===== src/core/pmx_pkg.sv =====
// constants for the channel 0 transmit data bit 1 input multiplexer
// assumes a single 20 MHz system clock; no software-visible registers
package pmx_pkg;

  // system clock period in ns
  localparam int unsigned SYS_CLK_PERIOD_NS = 50;

  // half period of the hdlc byte clock we drive, in ns
  localparam int unsigned HDLC_HALF_NS = 100;

  // least time, so round the cycle count up; never below one cycle
  localparam int unsigned HDLC_HALF_RAW =
    (HDLC_HALF_NS + SYS_CLK_PERIOD_NS - 1) / SYS_CLK_PERIOD_NS;
  localparam int unsigned HDLC_HALF_CYCLES = (HDLC_HALF_RAW < 1) ? 1 : HDLC_HALF_RAW;

  // width of the half-period counter
  localparam int unsigned HDLC_CNT_W = 8;

  // reset values
  localparam logic RST_BIT = 1'h0;
  localparam logic [7:0] RST_CNT = 8'h00;

  // channel role when the add bus is disabled
  typedef enum logic [1:0] {
    PMX_MODE_IDLE = 2'h0,  // no consumer of the pin
    PMX_MODE_HDLC = 2'h1,  // high-speed hdlc byte bus
    PMX_MODE_ATM  = 2'h3   // atm uni gfc data
  } pmx_mode_e;

endpackage : pmx_pkg


===== src/core/pmx_smp_if.sv =====
// carrier between the multiplexer top and its edge samplers
// assumes both ends share sys_clk
`timescale 1ns/1ps
interface pmx_smp_if;
  logic en;       // sampler may capture
  logic ref_lvl;  // clock level whose edge triggers capture
  logic din;      // shared pin level
  logic q;        // captured bit
  logic stb;      // one-cycle capture pulse

  // the sampler end
  modport sampler (
    input  en,
    input  ref_lvl,
    input  din,
    output q,
    output stb
  );

  // the user end
  modport user (
    output en,
    output ref_lvl,
    output din,
    input  q,
    input  stb
  );
endinterface : pmx_smp_if


===== src/core/pmx_sampler.sv =====
// edge-triggered single bit capture, rising or falling by parameter
// assumes ref_lvl and din are synchronous to sys_clk
`timescale 1ns/1ps
module pmx_sampler #(
  parameter bit RISE = 1'h1  // 1: capture on rising edge, 0: on falling edge
) (
  // clock and reset
  input wire logic    sys_clk,
  input wire logic    rstn,
  // carrier
  pmx_smp_if.sampler  smp
);

  // whole sampler state
  typedef struct packed {
    logic prev;  // reference level one cycle ago
    logic q;     // captured bit
    logic stb;   // capture pulse
  } pmx_smp_s;

  pmx_smp_s st;       // registered state
  pmx_smp_s next_st;  // next state
  logic     edge_hit; // reference edge seen this cycle

  // edge detect and capture
  always_comb begin
    next_st      = st;
    next_st.prev = smp.ref_lvl;
    next_st.stb  = 1'h0;
    // edge is judged against our own copy, never an async stage
    edge_hit     = RISE ? (smp.ref_lvl & ~st.prev) : (~smp.ref_lvl & st.prev);
    if (smp.en && edge_hit) begin
      next_st.q   = smp.din;
      next_st.stb = 1'h1;
    end
  end

  // state register, synchronous reset
  always_ff @(posedge sys_clk) begin
    if (!rstn) begin
      st <= '0;
    end else begin
      st <= next_st;
    end
  end

  assign smp.q   = st.q;
  assign smp.stb = st.stb;
endmodule : pmx_sampler


===== src/core/pmx_top.sv =====
// channel 0 transmit data bit 1 input multiplexer
// assumes all pins synchronous to sys_clk; mode straps held steady by system
//
// Functional notes
// pin role follows add bus enable
// add bus: bit 1, falling add clock
// hdlc mode: bit 1 of byte bus
// hdlc mode: drive byte clock output
// hdlc: capture on rising own clock
// atm mode only: pin is gfc data
// add bus enabled: hdlc and gfc ignored
`timescale 1ns/1ps
module pmx_top #(
  parameter int unsigned HALF_CYCLES = pmx_pkg::HDLC_HALF_CYCLES  // hdlc clock half period
) (
  // clock and reset
  input  wire logic       sys_clk,
  input  wire logic       rstn,
  // configuration
  input  wire logic       add_bus_en,        // add-side telecom bus enabled
  input  wire logic [1:0] chan_mode,         // pmx_mode_e when add bus disabled
  // shared pin and add bus clock
  input  wire logic       shared_pin,        // the multiplexed data input
  input  wire logic       add_bus_clock_ch0, // add bus clock, sampled
  // add bus consumer
  output logic            add_bus_ch0_bit1,  // captured add bus bit 1
  output logic            add_bus_strobe,    // one-cycle capture pulse
  // hdlc consumer
  output logic            hdlc_tx_byte_clock_ch0, // byte clock we drive
  output logic            hdlc_tx_data_ch0_bit1,  // captured hdlc bit 1
  output logic            hdlc_strobe,            // one-cycle capture pulse
  // atm gfc consumer
  output logic            gfc_tx_data_ch0,   // registered gfc bit
  output logic            gfc_valid          // gfc bit is live
);

  // last count value before the byte clock flips
  localparam logic [pmx_pkg::HDLC_CNT_W-1:0] CNT_LAST =
    pmx_pkg::HDLC_CNT_W'(HALF_CYCLES - 1);

  // whole top-level state
  typedef struct packed {
    logic [pmx_pkg::HDLC_CNT_W-1:0] cnt;      // half-period counter
    logic                           hdlc_clk; // driven byte clock
    logic                           gfc;      // gfc bit
    logic                           gfc_vld;  // gfc valid
  } pmx_top_s;

  pmx_top_s st;       // registered state
  pmx_top_s next_st;  // next state

  logic hdlc_act;  // hdlc role owns the pin
  logic atm_act;   // gfc role owns the pin

  // role decode: add bus wins over any mode setting
  always_comb begin
    hdlc_act = ~add_bus_en && (chan_mode == pmx_pkg::PMX_MODE_HDLC); // see R01
    atm_act  = ~add_bus_en && (chan_mode == pmx_pkg::PMX_MODE_ATM);  // see R06
  end

  // carriers to the two samplers
  pmx_smp_if add_if ();
  pmx_smp_if hdlc_if ();

  // add bus sampler, falling edge of the add clock
  assign add_if.en      = add_bus_en;
  assign add_if.ref_lvl = add_bus_clock_ch0;
  assign add_if.din     = shared_pin;

  // hdlc sampler, rising edge of our own byte clock
  assign hdlc_if.en      = hdlc_act;
  assign hdlc_if.ref_lvl = st.hdlc_clk;
  assign hdlc_if.din     = shared_pin;

  pmx_sampler #(
    .RISE (1'h0)
  ) u_add_smp (
    .sys_clk (sys_clk),
    .rstn    (rstn),
    .smp     (add_if.sampler)
  );

  pmx_sampler #(
    .RISE (1'h1)
  ) u_hdlc_smp (
    .sys_clk (sys_clk),
    .rstn    (rstn),
    .smp     (hdlc_if.sampler)
  );

  // divider for the byte clock and the gfc path
  always_comb begin
    next_st = st;
    if (hdlc_act) begin
      // free-running square wave while hdlc owns the pin
      if (st.cnt == CNT_LAST) begin
        next_st.cnt      = '0;
        next_st.hdlc_clk = ~st.hdlc_clk;
      end else begin
        next_st.cnt = st.cnt + 1'h1;
      end
    end else begin
      // parked low so the next start begins with a clean rising edge
      next_st.cnt      = '0;
      next_st.hdlc_clk = 1'h0;
    end
    // gfc simply follows the pin; framing of gfc bits lives elsewhere
    next_st.gfc_vld = atm_act;
    next_st.gfc     = atm_act ? shared_pin : 1'h0;
  end

  // state register, synchronous reset
  always_ff @(posedge sys_clk) begin
    if (!rstn) begin
      st.cnt      <= pmx_pkg::RST_CNT;
      st.hdlc_clk <= pmx_pkg::RST_BIT;
      st.gfc      <= pmx_pkg::RST_BIT;
      st.gfc_vld  <= pmx_pkg::RST_BIT;
    end else begin
      st <= next_st;
    end
  end

  // outputs, each straight from a flip-flop
  assign add_bus_ch0_bit1       = add_if.q;
  assign add_bus_strobe         = add_if.stb;
  assign hdlc_tx_byte_clock_ch0 = st.hdlc_clk;
  assign hdlc_tx_data_ch0_bit1  = hdlc_if.q;
  assign hdlc_strobe            = hdlc_if.stb;
  assign gfc_tx_data_ch0        = st.gfc;
  assign gfc_valid              = st.gfc_vld;
endmodule : pmx_top


===== config.mk =====
export PLATFORM = sky130hd
export DESIGN_NAME = pmx_top
export DESIGN_NICKNAME = d
export VERILOG_FILES = /design/src/core/pmx_pkg.sv /design/src/core/pmx_smp_if.sv /design/src/core/pmx_sampler.sv /design/src/core/pmx_top.sv
export SDC_FILE = /design/constraint.sdc
export NUM_CORES = 1
export LEC_CHECK = 0
export BUFFER_PORTS_ARGS = -buffer_cell sky130_fd_sc_hd__buf_2
export CORE_AREA = 2 2 39 41
export CTS_BUF_LIST = sky130_fd_sc_hd__clkbuf_8
export DETAILED_ROUTE_END_ITERATION = 12
export DIE_AREA = 0 0 41 43
export PLACE_DENSITY = 0.69
export SLEW_MARGIN = 20
export SYNTH_ARGS = -nofsm -noshare
export SYNTH_HDL_FRONTEND = slang
export SYNTH_SLANG_ARGS = --single-unit

===== constraint.sdc =====
create_clock -name sys_clk -period 2.1 [get_ports sys_clk]
set_clock_uncertainty 0.15 [all_clocks]
set_input_delay 0.105 -clock sys_clk [delete_from_list [all_inputs] [get_ports sys_clk]]
set_output_delay 0.105 -clock sys_clk [all_outputs]
set_load 0.01 [all_outputs]

**Word level (Yosys, flattened, before mapping)**

Cells that the tools add are included.

- Flip-flop bits (word level): 17
- Input bits: 7
- Output and inout port bits: 7
- Word-level logic and storage cells: 31

- Add/sub/neg operators: 1
- Equal/unequal tests: 3
- Mux-type cells: 2
- Bitwise logic cells: 8
- Reductions and logical operators: 7

Operators with widths:

| cell | number |
|---|---|
| adder 8 x 1 -> 8 bit (second input constant) | 1 |
| == test 8 x 1 -> 1 bit (second input constant) | 1 |
| NOT 1 bit | 6 |
| logical AND 1 bit | 4 |
| AND reduction 2 bit | 2 |
| OR reduction 3 bit | 1 |
| bitwise AND 1 bit | 2 |
| == test 2 x 1 -> 1 bit (second input constant) | 1 |
| == test 2 bit (second input constant) | 1 |
| 2-to-1 mux 1 bit | 2 |

**Depth between registers and ports, before layout**

Gate-level depths: netlist (run 1).

- Depth in word-level cells: 4
- Depth in mapped cells: 5
- Mapped depth without buffers: 5

**By module**

A second synthesis (run 1) with hierarchy kept.

- Cell total of the unflattened synthesis: 67
- Area, all modules: 679.4 um^2

By module, submodules not included:

| module | times used | cells each | area each (um^2) |
|---|---|---|---|
| pmx_top | 1 | 47 | 454.2 |
| pmx_sampler | 2 | 10 | 112.6 |

**Worst setup path after synthesis (run 1)**

Ideal clock, no wire load.

- Path kind: flip-flop to flip-flop
- Start: register st[3] (netlist name)
- End: register st, in the netlist hdlc_tx_byte_clock_ch0
- Arrival time: 1.404 ns
- Required time: 1.880 ns
- Slack: 0.477 ns
- Stages on the path, launching flop included: 5
- Buffers on the path: 0
- Cells stage by stage: dfxtp_1 ha_1 or4b_4 or3_1 a21oi_1

- Word-level cells in the longest chain between the ends: 1

RTL lines:

| what | line | RTL |
|---|---|---|
| from (decl) | pmx_top.sv:49 | `pmx_top_s st;` |
| from (signal assigned) | pmx_top.sv:120 | `st <= next_st;` |
| == test 8 x 1 -> 1 bit | pmx_top.sv:96 | `if (st.cnt == CNT_LAST) begin` |

No other way between the ends.
A chain may end at the register's enable or synchronous reset.

**Worst setup path after layout (run 1)**

- Start: register st[3] (netlist name)
- End: register st[5] (netlist name)

- Word-level cells in the longest chain between the ends: 2
- Elaborated cells on any way between the ends: 3
- Classes of those cells: add/sub (1); eq/ne (1); reduce/logical (1)

RTL lines:

| what |
|---|
| parallel branches: the longest is 2 deep, another holds adder 8 x 1 -> 8 bit |

Several ways; the timed one is not identified.

==> results.json, run 1 <==
{
  "dp_hpwl_um": 799.6,
  "synthArstFlopShare_pct": 0,
  "min_path_cells": 3,
  "cts_tree": "done",
  "wl_per_cell_um": 10.90,
  "core_mm2": 0.001384,
  "fin_ws_ns": 0.3239,
  "grt_max_degree": 10,
  "synth.most_common_cell": "dfxtp_1",
  "total_power_mw": 0.5855,
  "required_ns": 2.07,
  "period_needed_ns": 1.776,
  "power.switching_mw": 0.1150,
  "max_cap_violations": 0,
  "design_area_um2": 815.8,
  "setup_viol": 0,
  "grt_setup_unrepaired": "no",
  "route.antenna.remaining_nets": 0,
  "cts_setup_buffers": 0,
  "switching_share_pct": 19.64,
  "h-tree-depth": 1,
  "avgSynthCellArea_um2": 9.636,
  "ys_top_cells_by_area": "dfxtp_1 (53%), nor2_1 (4.1%), a21oi_1 (3.9%)",
  "clockBufferDepth": 2,
  "grt_pass1_wl_mm": 1.828,
  "root_buffer": "clkbuf_8",
  "power_frac_comb_pct": 4.6,
  "leakage_nw": 0.3486,
  "worst_slew_pin_slew_ns": 0.4981,
  "finalSetupTns_ns": 0,
  "critPathMaxFanout": 7,
  "synth_top_area_share_pct": 52.71,
  "rr_worst_depth": 4,
  "nets": 98,
  "cp-start-kind": "flip-flop",
  "antenna_found_initial": 0,
  "ios": 14,
  "die_w_um": 41,
  "grt_pass1_vias": 441,
  "firstDrtPassIters": 4,
  "max_freq_mhz": 563.0,
  "die-area_mm2": 0.001763,
  "worst_hold_path_type": "in2reg",
  "yosys-top-cells-count": "dfxtp_1 (17), nor2_1 (7), a21oi_1 (5)",
  "die_h_um": 43,
  "synth_fp_nets": 76,
  "yosysUniqueCellTypes": 23,
  "synth_top_area_cell": "dfxtp_1",
  "grt_overflow": 0,
  "synth_edf_count": 0,
  "synthFlopType": "dfxtp_1",
  "critical_path_class": "reg2reg",
  "routed_via_density": 4.971,
  "rrSetupSlack_ns": 0.32,
  "gp_congestion": 0.7212,
  "nFillCells": 123,
  "preCtsSetupSlack_ns": 0.2998,
  "outcome": "complete, no violations",
  "period_share_pct": 84.58,
  "cts.clk_slew.worst_paths_ns": 0.06,
  "yosysSeqAreaShare_pct": 52.71,
  "power_frac_clock_pct": 39.5,
  "grt_use_total_pct": 15.64,
  "worst-endpoint-arrival_ns": 1.75,
  "synth_seq_cells": 17,
  "cts_sinks": 17,
  "layout-drive-gt1-share_pct": 20.45,
  "insertion_delay_ns": 0.25,
  "synthesis.area_um2": 645.6,
  "routed_wl_mm": 1.134,
  "yosysWarnings": 0,
  "slew_headroom_pct": 66.57,
  "initial_utilization_pct": 46.65,
  "drc": 0,
  "p_seq_share_pct": 55.9,
  "numCtsBuffers": 3,
  "port_buffers": 13,
  "power_density_mw_per_mm2": 717.7,
  "ir_worst_vdd_v": 0.0003613,
  "maxSlewViolCount": 0,
  "final-seq-area_um2": 340.3,
  "area_delta_synth_final_pct": 26.36,
  "drtIter0Drc": 7,
  "p_int_mw": 0.4705,
  "diodes": 0,
  "final_hold_viol_count": 0,
  "vias": 517,
  "rows": 14,
  "multi_input_area_um2": 294.0,
  "synth_cells": 67,
  "end_kind": "flip-flop",
  "post_dp_cell_area_um2": 730.7
}
-- critical path, stage by stage (launching register included) --
cell,delay [ns]
dfxtp_1,0.37
ha_1,0.15
or4b_4,0.45
o21ai_1,0.44
nor2_1,0.09
-- layer usage --
layer / GRT usage [%] / wire [um]
met1: 18.30 / 507
met2: 23.44 / 554
met3: 4.712 / 63
met4: 10.00 / 9
met5: 0 / 0
-- flip-flops by register name, summed over array words and instances (netlist names) --
| name | count |
|---|---|
| st | 8 |
| gfc_tx_data_ch0 | 1 |
| gfc_valid | 1 |
| hdlc_tx_byte_clock_ch0 | 1 |
| u_add_smp.smp.q | 1 |
| u_add_smp.smp.stb | 1 |
| u_add_smp.st | 1 |
| u_hdlc_smp.smp.q | 1 |
| u_hdlc_smp.smp.stb | 1 |
| u_hdlc_smp.st | 1 |
-- logic make-up after synthesis --
logic type      after synthesis  synth area share, %
xor+xnor                      3                4.071
flops                        17                52.71
mux                           1                1.550
buf+inv                       3                1.744
fa+ha+maj                     2                3.875
simple gates                 31                28.30
compound gates               10                7.751
-- power by group through the flow --
stage | clock network, mW | registers, mW | logic, mW
CTS | 0.239 | 0.327 | 0.0269
detailed placement | 0 | 0.334 | 0.0211
floorplan | 0 | 0.335 | 0.00890
global route | 0.257 | 0.327 | 0.0302
finish | 0.231 | 0.327 | 0.0269
global placement | 0 | 0.334 | 0.0210
-- final timing paths --
path | endpoint | startpoint
worst max-delay path | st[5] | st[3]
worst min register to register | u_hdlc_smp.smp.q | u_hdlc_smp.smp.q
worst max register to register | st[5] | st[3]
worst min-delay path | u_add_smp.smp.stb | add_bus_en
-- placed cells by master, fill, tap and decap left out, drive strengths merged, types with 2 or more instances in the layout --
master,count
dfxtp,17
buf,13
nor2,7
a21oi,5
or3,5
o21ai,5
inv,4
dlygate4sd3,4
nand2,3
and2,3
nand3,3
clkbuf,3
nand3b,2
nand2b,2
xor2,2
ha,2
-- final cells by class --
class	count	share of cell area, %
Timing Repair Buffer	17	12.88
Tap cell	16	2.454
Inverter	3	1.380
Multi-Input combinational cell	47	36.04
Clock inverter	1	0.4601
Clock buffer	3	5.061
Sequential cell	17	41.72
-- through the flow --
| step | instances | hold WS (ns) | utilization (%) |
|---|---|---|---|
| 5_1_grt | 104 | 0.04391 | 58.95 |
| 2_1_floorplan | 67 | 0.07671 | - |
| 3_3_place_gp | 96 | 0.1729 | 52.80 |
| 6_report | 104 | 0.02407 | 58.95 |
| 3_5_place_dp | 96 | 0.1888 | 52.80 |
| 4_1_cts | 104 | 0.02025 | 58.95 |
-- timing repair --
action | in CTS | in global routing
gates resized for setup | 0 | 0
endpoints found under the hold margin | 6 | 0
hold buffers | 4 | 0
Note: power is estimated with default switching activity, not from simulation.
==> inputs of run 2 (changes only) <==
==> constraint.sdc (replaced) <==
create_clock -name sys_clk -period 1.85 [get_ports sys_clk]
set_clock_uncertainty 0.15 [all_clocks]
set_input_delay 0.0925 -clock sys_clk [delete_from_list [all_inputs] [get_ports sys_clk]]
set_output_delay 0.0925 -clock sys_clk [all_outputs]
set_load 0.01 [all_outputs]
==> run 2 against run 1 <==
Net effect:
- sequential power up 13%
- combinational power up 22%
- power increased by 16%
- largest power group unchanged
- highest routed layer unchanged
==> results.json, run 2 (synthesis results as in run 1) <==
{
  "numCtsBuffers": 3,
  "worst_hold_path_type": "in2reg",
  "cts.clk_slew.worst_paths_ns": 0.07,
  "insertion_delay_ns": 0.25,
  "critical_path_class": "reg2reg",
  "area_delta_synth_final_pct": 29.26,
  "die_h_um": 43,
  "worst_slew_pin_slew_ns": 0.3659,
  "drc": 0,
  "power_density_mw_per_mm2": 813.6,
  "cpPeakStageDelay_ns": 0.46,
  "firstDrtPassIters": 4,
  "leakage_nw": 0.3570,
  "nets": 100,
  "rows": 14,
  "clockBufferDepth": 2,
  "initial_utilization_pct": 46.65,
  "grt_pass1_vias": 459,
  "cts_resized": 0,
  "layout-drive-gt1-share_pct": 22.22,
  "grt_max_degree": 11,
  "dp_hpwl_um": 827.2,
  "route.antenna.remaining_nets": 0,
  "grt_pass1_wl_mm": 1.794,
  "worstPathCellList": "ha_1 -> or4b_4 -> or3_1 -> a21oi_1",
  "core_mm2": 0.001384,
  "h-tree-depth": 1,
  "final_common_cell": "dfxtp_1",
  "routed_wl_mm": 1.141,
  "die-area_mm2": 0.001763,
  "required_ns": 1.89,
  "ios": 14,
  "regMostFlops": "st",
  "cts_sinks": 17,
  "antenna_found_initial": 0,
  "cts_tree": "done",
  "final_hold_viol_count": 0,
  "wl_per_cell_um": 10.76,
  "grt_setup_unrepaired": "no",
  "end_kind": "flip-flop",
  "maxSlewViolCount": 0,
  "ir_worst_vdd_v": 0.0004252,
  "period_needed_ns": 1.678,
  "cp-start-kind": "flip-flop",
  "root_buffer": "clkbuf_8",
  "whs_ns": 0.008951,
  "max_cap_violations": 0,
  "drtIter0Drc": 1,
  "crit_path_top_delay_cell": "or4b_4",
  "most-common-layout-cells": "dfxtp_1 (17), buf_2 (13), nor2_1 (7)",
  "worst-endpoint-arrival_ns": 1.72,
  "vias": 528,
  "grt_use_total_pct": 16.55,
  "finalSetupTns_ns": 0,
  "design_area_um2": 834.6,
  "gp_congestion": 0.7148,
  "max_freq_mhz": 595.8,
  "routed_via_density": 4.981,
  "slew_headroom_pct": 75.28,
  "total_power_mw": 0.6790,
  "outcome": "complete, no violations",
  "post_dp_cell_area_um2": 738.2,
  "port_buffers": 13,
  "largest_register_ff_count": 8,
  "grt_overflow": 0,
  "critPathMaxFanout": 4,
  "setup_viol": 0,
  "period_share_pct": 90.72,
  "diodes": 0,
  "die_w_um": 41
}
## run 2: layout make-up
cell class | instances | area [um^2]
clock buffers | 3 | 41.29
clock inverters | 1 | 5.005
fillers | 127 | 549.3
inverters | 3 | 11.26
multi-input cells | 47 | 294.0
flip-flops and latches | 17 | 340.3
well taps | 16 | 20.02
repair buffers | 19 | 122.6
## run 2: final timing paths
| path | slack (ns) | to | depth (start not counted) | from |
|---|---|---|---|---|
| worst max register to register | 0.17 | hdlc_tx_byte_clock_ch0 | 4 | st[3] |
| worst min register to register | 0.30 | u_hdlc_smp.smp.q | 2 | u_hdlc_smp.smp.q |
| worst min-delay path | 0.009 | u_add_smp.smp.stb | 3 | add_bus_en |
| worst max-delay path | 0.17 | hdlc_tx_byte_clock_ch0 | 4 | st[3] |
## run 2: per-layer routing
metal  vias up  wire length, um  global-route usage (%)
met5         -                0                       0
met4         0               51                   18.00
met3         5               57                   6.283
met2        16              531                   23.44
met1       232              500                   16.33
li1        275                -                       -
## run 2: what timing repair did
action,4_1_cts,5_1_grt
endpoints found under the setup margin,0,0
hold endpoints to repair,7,0
hold buffers,5,0
buffers inserted,0,0
## run 2: per-stage QoR
stage,std cells,worst slack [ns],utilization (%)
2_1_floorplan,67,0.2266,-
6_report,106,0.1717,60.31
5_1_grt,106,0.1273,60.31
3_5_place_dp,97,0.1797,53.35
4_1_cts,106,0.1674,60.31
3_3_place_gp,97,0.2139,53.35
## run 2: critical path, delay by kind of cell (launching register included)
family / cells / cell delay [ns]
AND/OR/NAND/NOR: 2 / 0.81
flip-flops: 1 / 0.37
adder cells (fa/ha/maj): 1 / 0.15
AO/OA/AOI/OAI: 1 / 0.13
## run 2: power breakdown
group | total (mW) | internal, mW | leakage, nW | switching, mW
clock network | 0.275 | 0.149 | 0.0255 | 0.126
registers | 0.371 | 0.370 | 0.137 | 0.00149
logic | 0.0327 | 0.0195 | 0.194 | 0.0132
==> inputs of run 3 (changes only) <==
==> constraint.sdc (replaced) <==
create_clock -name sys_clk -period 1.81 [get_ports sys_clk]
set_clock_uncertainty 0.15 [all_clocks]
set_input_delay 0.0905 -clock sys_clk [delete_from_list [all_inputs] [get_ports sys_clk]]
set_output_delay 0.0905 -clock sys_clk [all_outputs]
set_load 0.01 [all_outputs]
==> run 3 against run 2 <==
Net effect:
- clock-buffer cell count unchanged
- largest power group unchanged
- critical path depth unchanged
- register-to-register slack worse by 0.04 ns
- first-iteration DRC count grew 100%
- combinational power is 4% higher
- core utilization is 0.090 points lower
- critical path type unchanged
- worst hold slack gained 0.0042 ns
==> results.json, run 3 (synthesis results as in run 1) <==
{
  "wl_per_cell_um": 10.52,
  "grt_use_total_pct": 16.43,
  "diodes": 0,
  "die_w_um": 41,
  "antenna_found_initial": 0,
  "largest_register_ff_count": 8,
  "grt_setup_unrepaired": "no",
  "maxSlewViolCount": 0,
  "cpPeakStageDelay_ns": 0.46,
  "numCtsBuffers": 3,
  "die_h_um": 43,
  "grt_pass1_vias": 503,
  "period_needed_ns": 1.677,
  "grt_overflow": 0,
  "clockBufferDepth": 2,
  "power_density_mw_per_mm2": 814.5,
  "ios": 14,
  "max_cap_violations": 0,
  "worst-endpoint-arrival_ns": 1.71,
  "regMostFlops": "st",
  "leakage_nw": 0.3584,
  "insertion_delay_ns": 0.25,
  "layout-drive-gt1-share_pct": 21.11,
  "area_delta_synth_final_pct": 29.07,
  "final_hold_viol_count": 0,
  "finalSetupTns_ns": 0,
  "root_buffer": "clkbuf_8",
  "period_share_pct": 92.66,
  "cp-start-kind": "flip-flop",
  "cts_hold_buf": 5,
  "port_buffers": 13,
  "worstPathCellList": "ha_1 -> or4b_4 -> or3_1 -> a21oi_1",
  "end_kind": "flip-flop",
  "routed_via_density": 4.906,
  "worst_slew_pin_slew_ns": 0.3738,
  "critical_path_class": "reg2reg",
  "gp_congestion": 0.7050,
  "crit_path_top_delay_cell": "or4b_4",
  "vias": 520,
  "drc": 0,
  "core_mm2": 0.001384,
  "total_power_mw": 0.6787,
  "h-tree-depth": 1,
  "multi_input_area_um2": 294.0,
  "final_common_cell": "dfxtp_1",
  "critPathMaxFanout": 4,
  "die-area_mm2": 0.001763,
  "most-common-layout-cells": "dfxtp_1 (17), buf_2 (13), nor2_1 (7)",
  "worst_hold_path_type": "in2reg",
  "cts.clk_slew.worst_paths_ns": 0.06,
  "outcome": "complete, no violations",
  "crit_family": "simple AND/OR/NAND/NOR gates",
  "cts_resized": 0,
  "nets": 100,
  "routed_wl_mm": 1.115,
  "initial_utilization_pct": 46.65,
  "setup_viol": 0,
  "cts_sinks": 17,
  "nFillCells": 117,
  "max_freq_mhz": 596.3,
  "drtIter0Drc": 2,
  "ir_worst_vdd_v": 0.0005054,
  "critPathBufInv": 0,
  "cts_tree": "done",
  "rows": 14,
  "firstDrtPassIters": 3,
  "grt_max_degree": 10,
  "final-seq-area_um2": 340.3,
  "dp_hpwl_um": 809.7,
  "slew_headroom_pct": 74.74,
  "route.antenna.remaining_nets": 0,
  "grt_pass1_wl_mm": 1.883,
  "required_ns": 1.84,
  "whs_ns": 0.01313,
  "cts_setup_buffers": 0
}
-- run 3: cell count changes in the layout (fill, tap and decap cells not counted) --
cell	delta
inv_1	+1
clkinv_2	-1
-- run 3: worst register-to-register path, delay by kind of cell, from the launching register on --
| family | cells | cell delay, ns |
|---|---|---|
| AOI/OAI and AO/OA | 1 | 0.13 |
| and+or+nand+nor | 2 | 0.81 |
| DFF | 1 | 0.37 |
| adders and majority gates | 1 | 0.15 |
-- run 3: report_power, final --
group / switching (mW) / leakage [nW] / internal [mW] / total, mW
Clock: 0.115 / 0.0269 / 0.150 / 0.265
Combinational: 0.0140 / 0.194 / 0.0200 / 0.0340
Sequential: 0.00153 / 0.137 / 0.378 / 0.380
-- run 3: routing by layer --
| layer | track usage [%] | vias up | wire length [um] |
|---|---|---|---|
| li1 | - | 275 | - |
| met3 | 4.712 | 4 | 59 |
| met4 | 14.00 | 0 | 33 |
| met2 | 25.94 | 13 | 560 |
| met1 | 16.28 | 228 | 462 |
| met5 | 0 | - | 0 |
-- run 3: path summary, 6_finish.rpt --
check | start | endpoint | slack (ns) | cells after the start
setup / recovery | st[3] | hdlc_tx_byte_clock_ch0 | 0.13 | 4
hold / removal | add_bus_en | u_add_smp.smp.stb | 0.01 | 3
setup reg to reg | st[3] | hdlc_tx_byte_clock_ch0 | 0.13 | 4
hold reg to reg | u_hdlc_smp.smp.q | u_hdlc_smp.smp.q | 0.31 | 2
-- run 3: final cells by class --
cell class | count | share of cell area [%]
clock buffer | 3 | 4.955
timing repair buffer | 19 | 14.71
tap | 16 | 2.402
clock inverter | 1 | 0.4505
multi-input combinational | 47 | 35.29
inverter | 3 | 1.351
sequential | 17 | 40.84
-- run 3: metrics by stage --
stage               setup WS, ns  util (%)  area [um^2]  instances
floorplan                 0.1866         -        645.6         67
global placement          0.1765     53.35        738.2         97
detailed placement        0.1372     53.35        738.2         97
CTS                       0.1250     60.22        833.3        106
global route             0.06327     60.22        833.3        106
finish                    0.1329     60.22        833.3        106
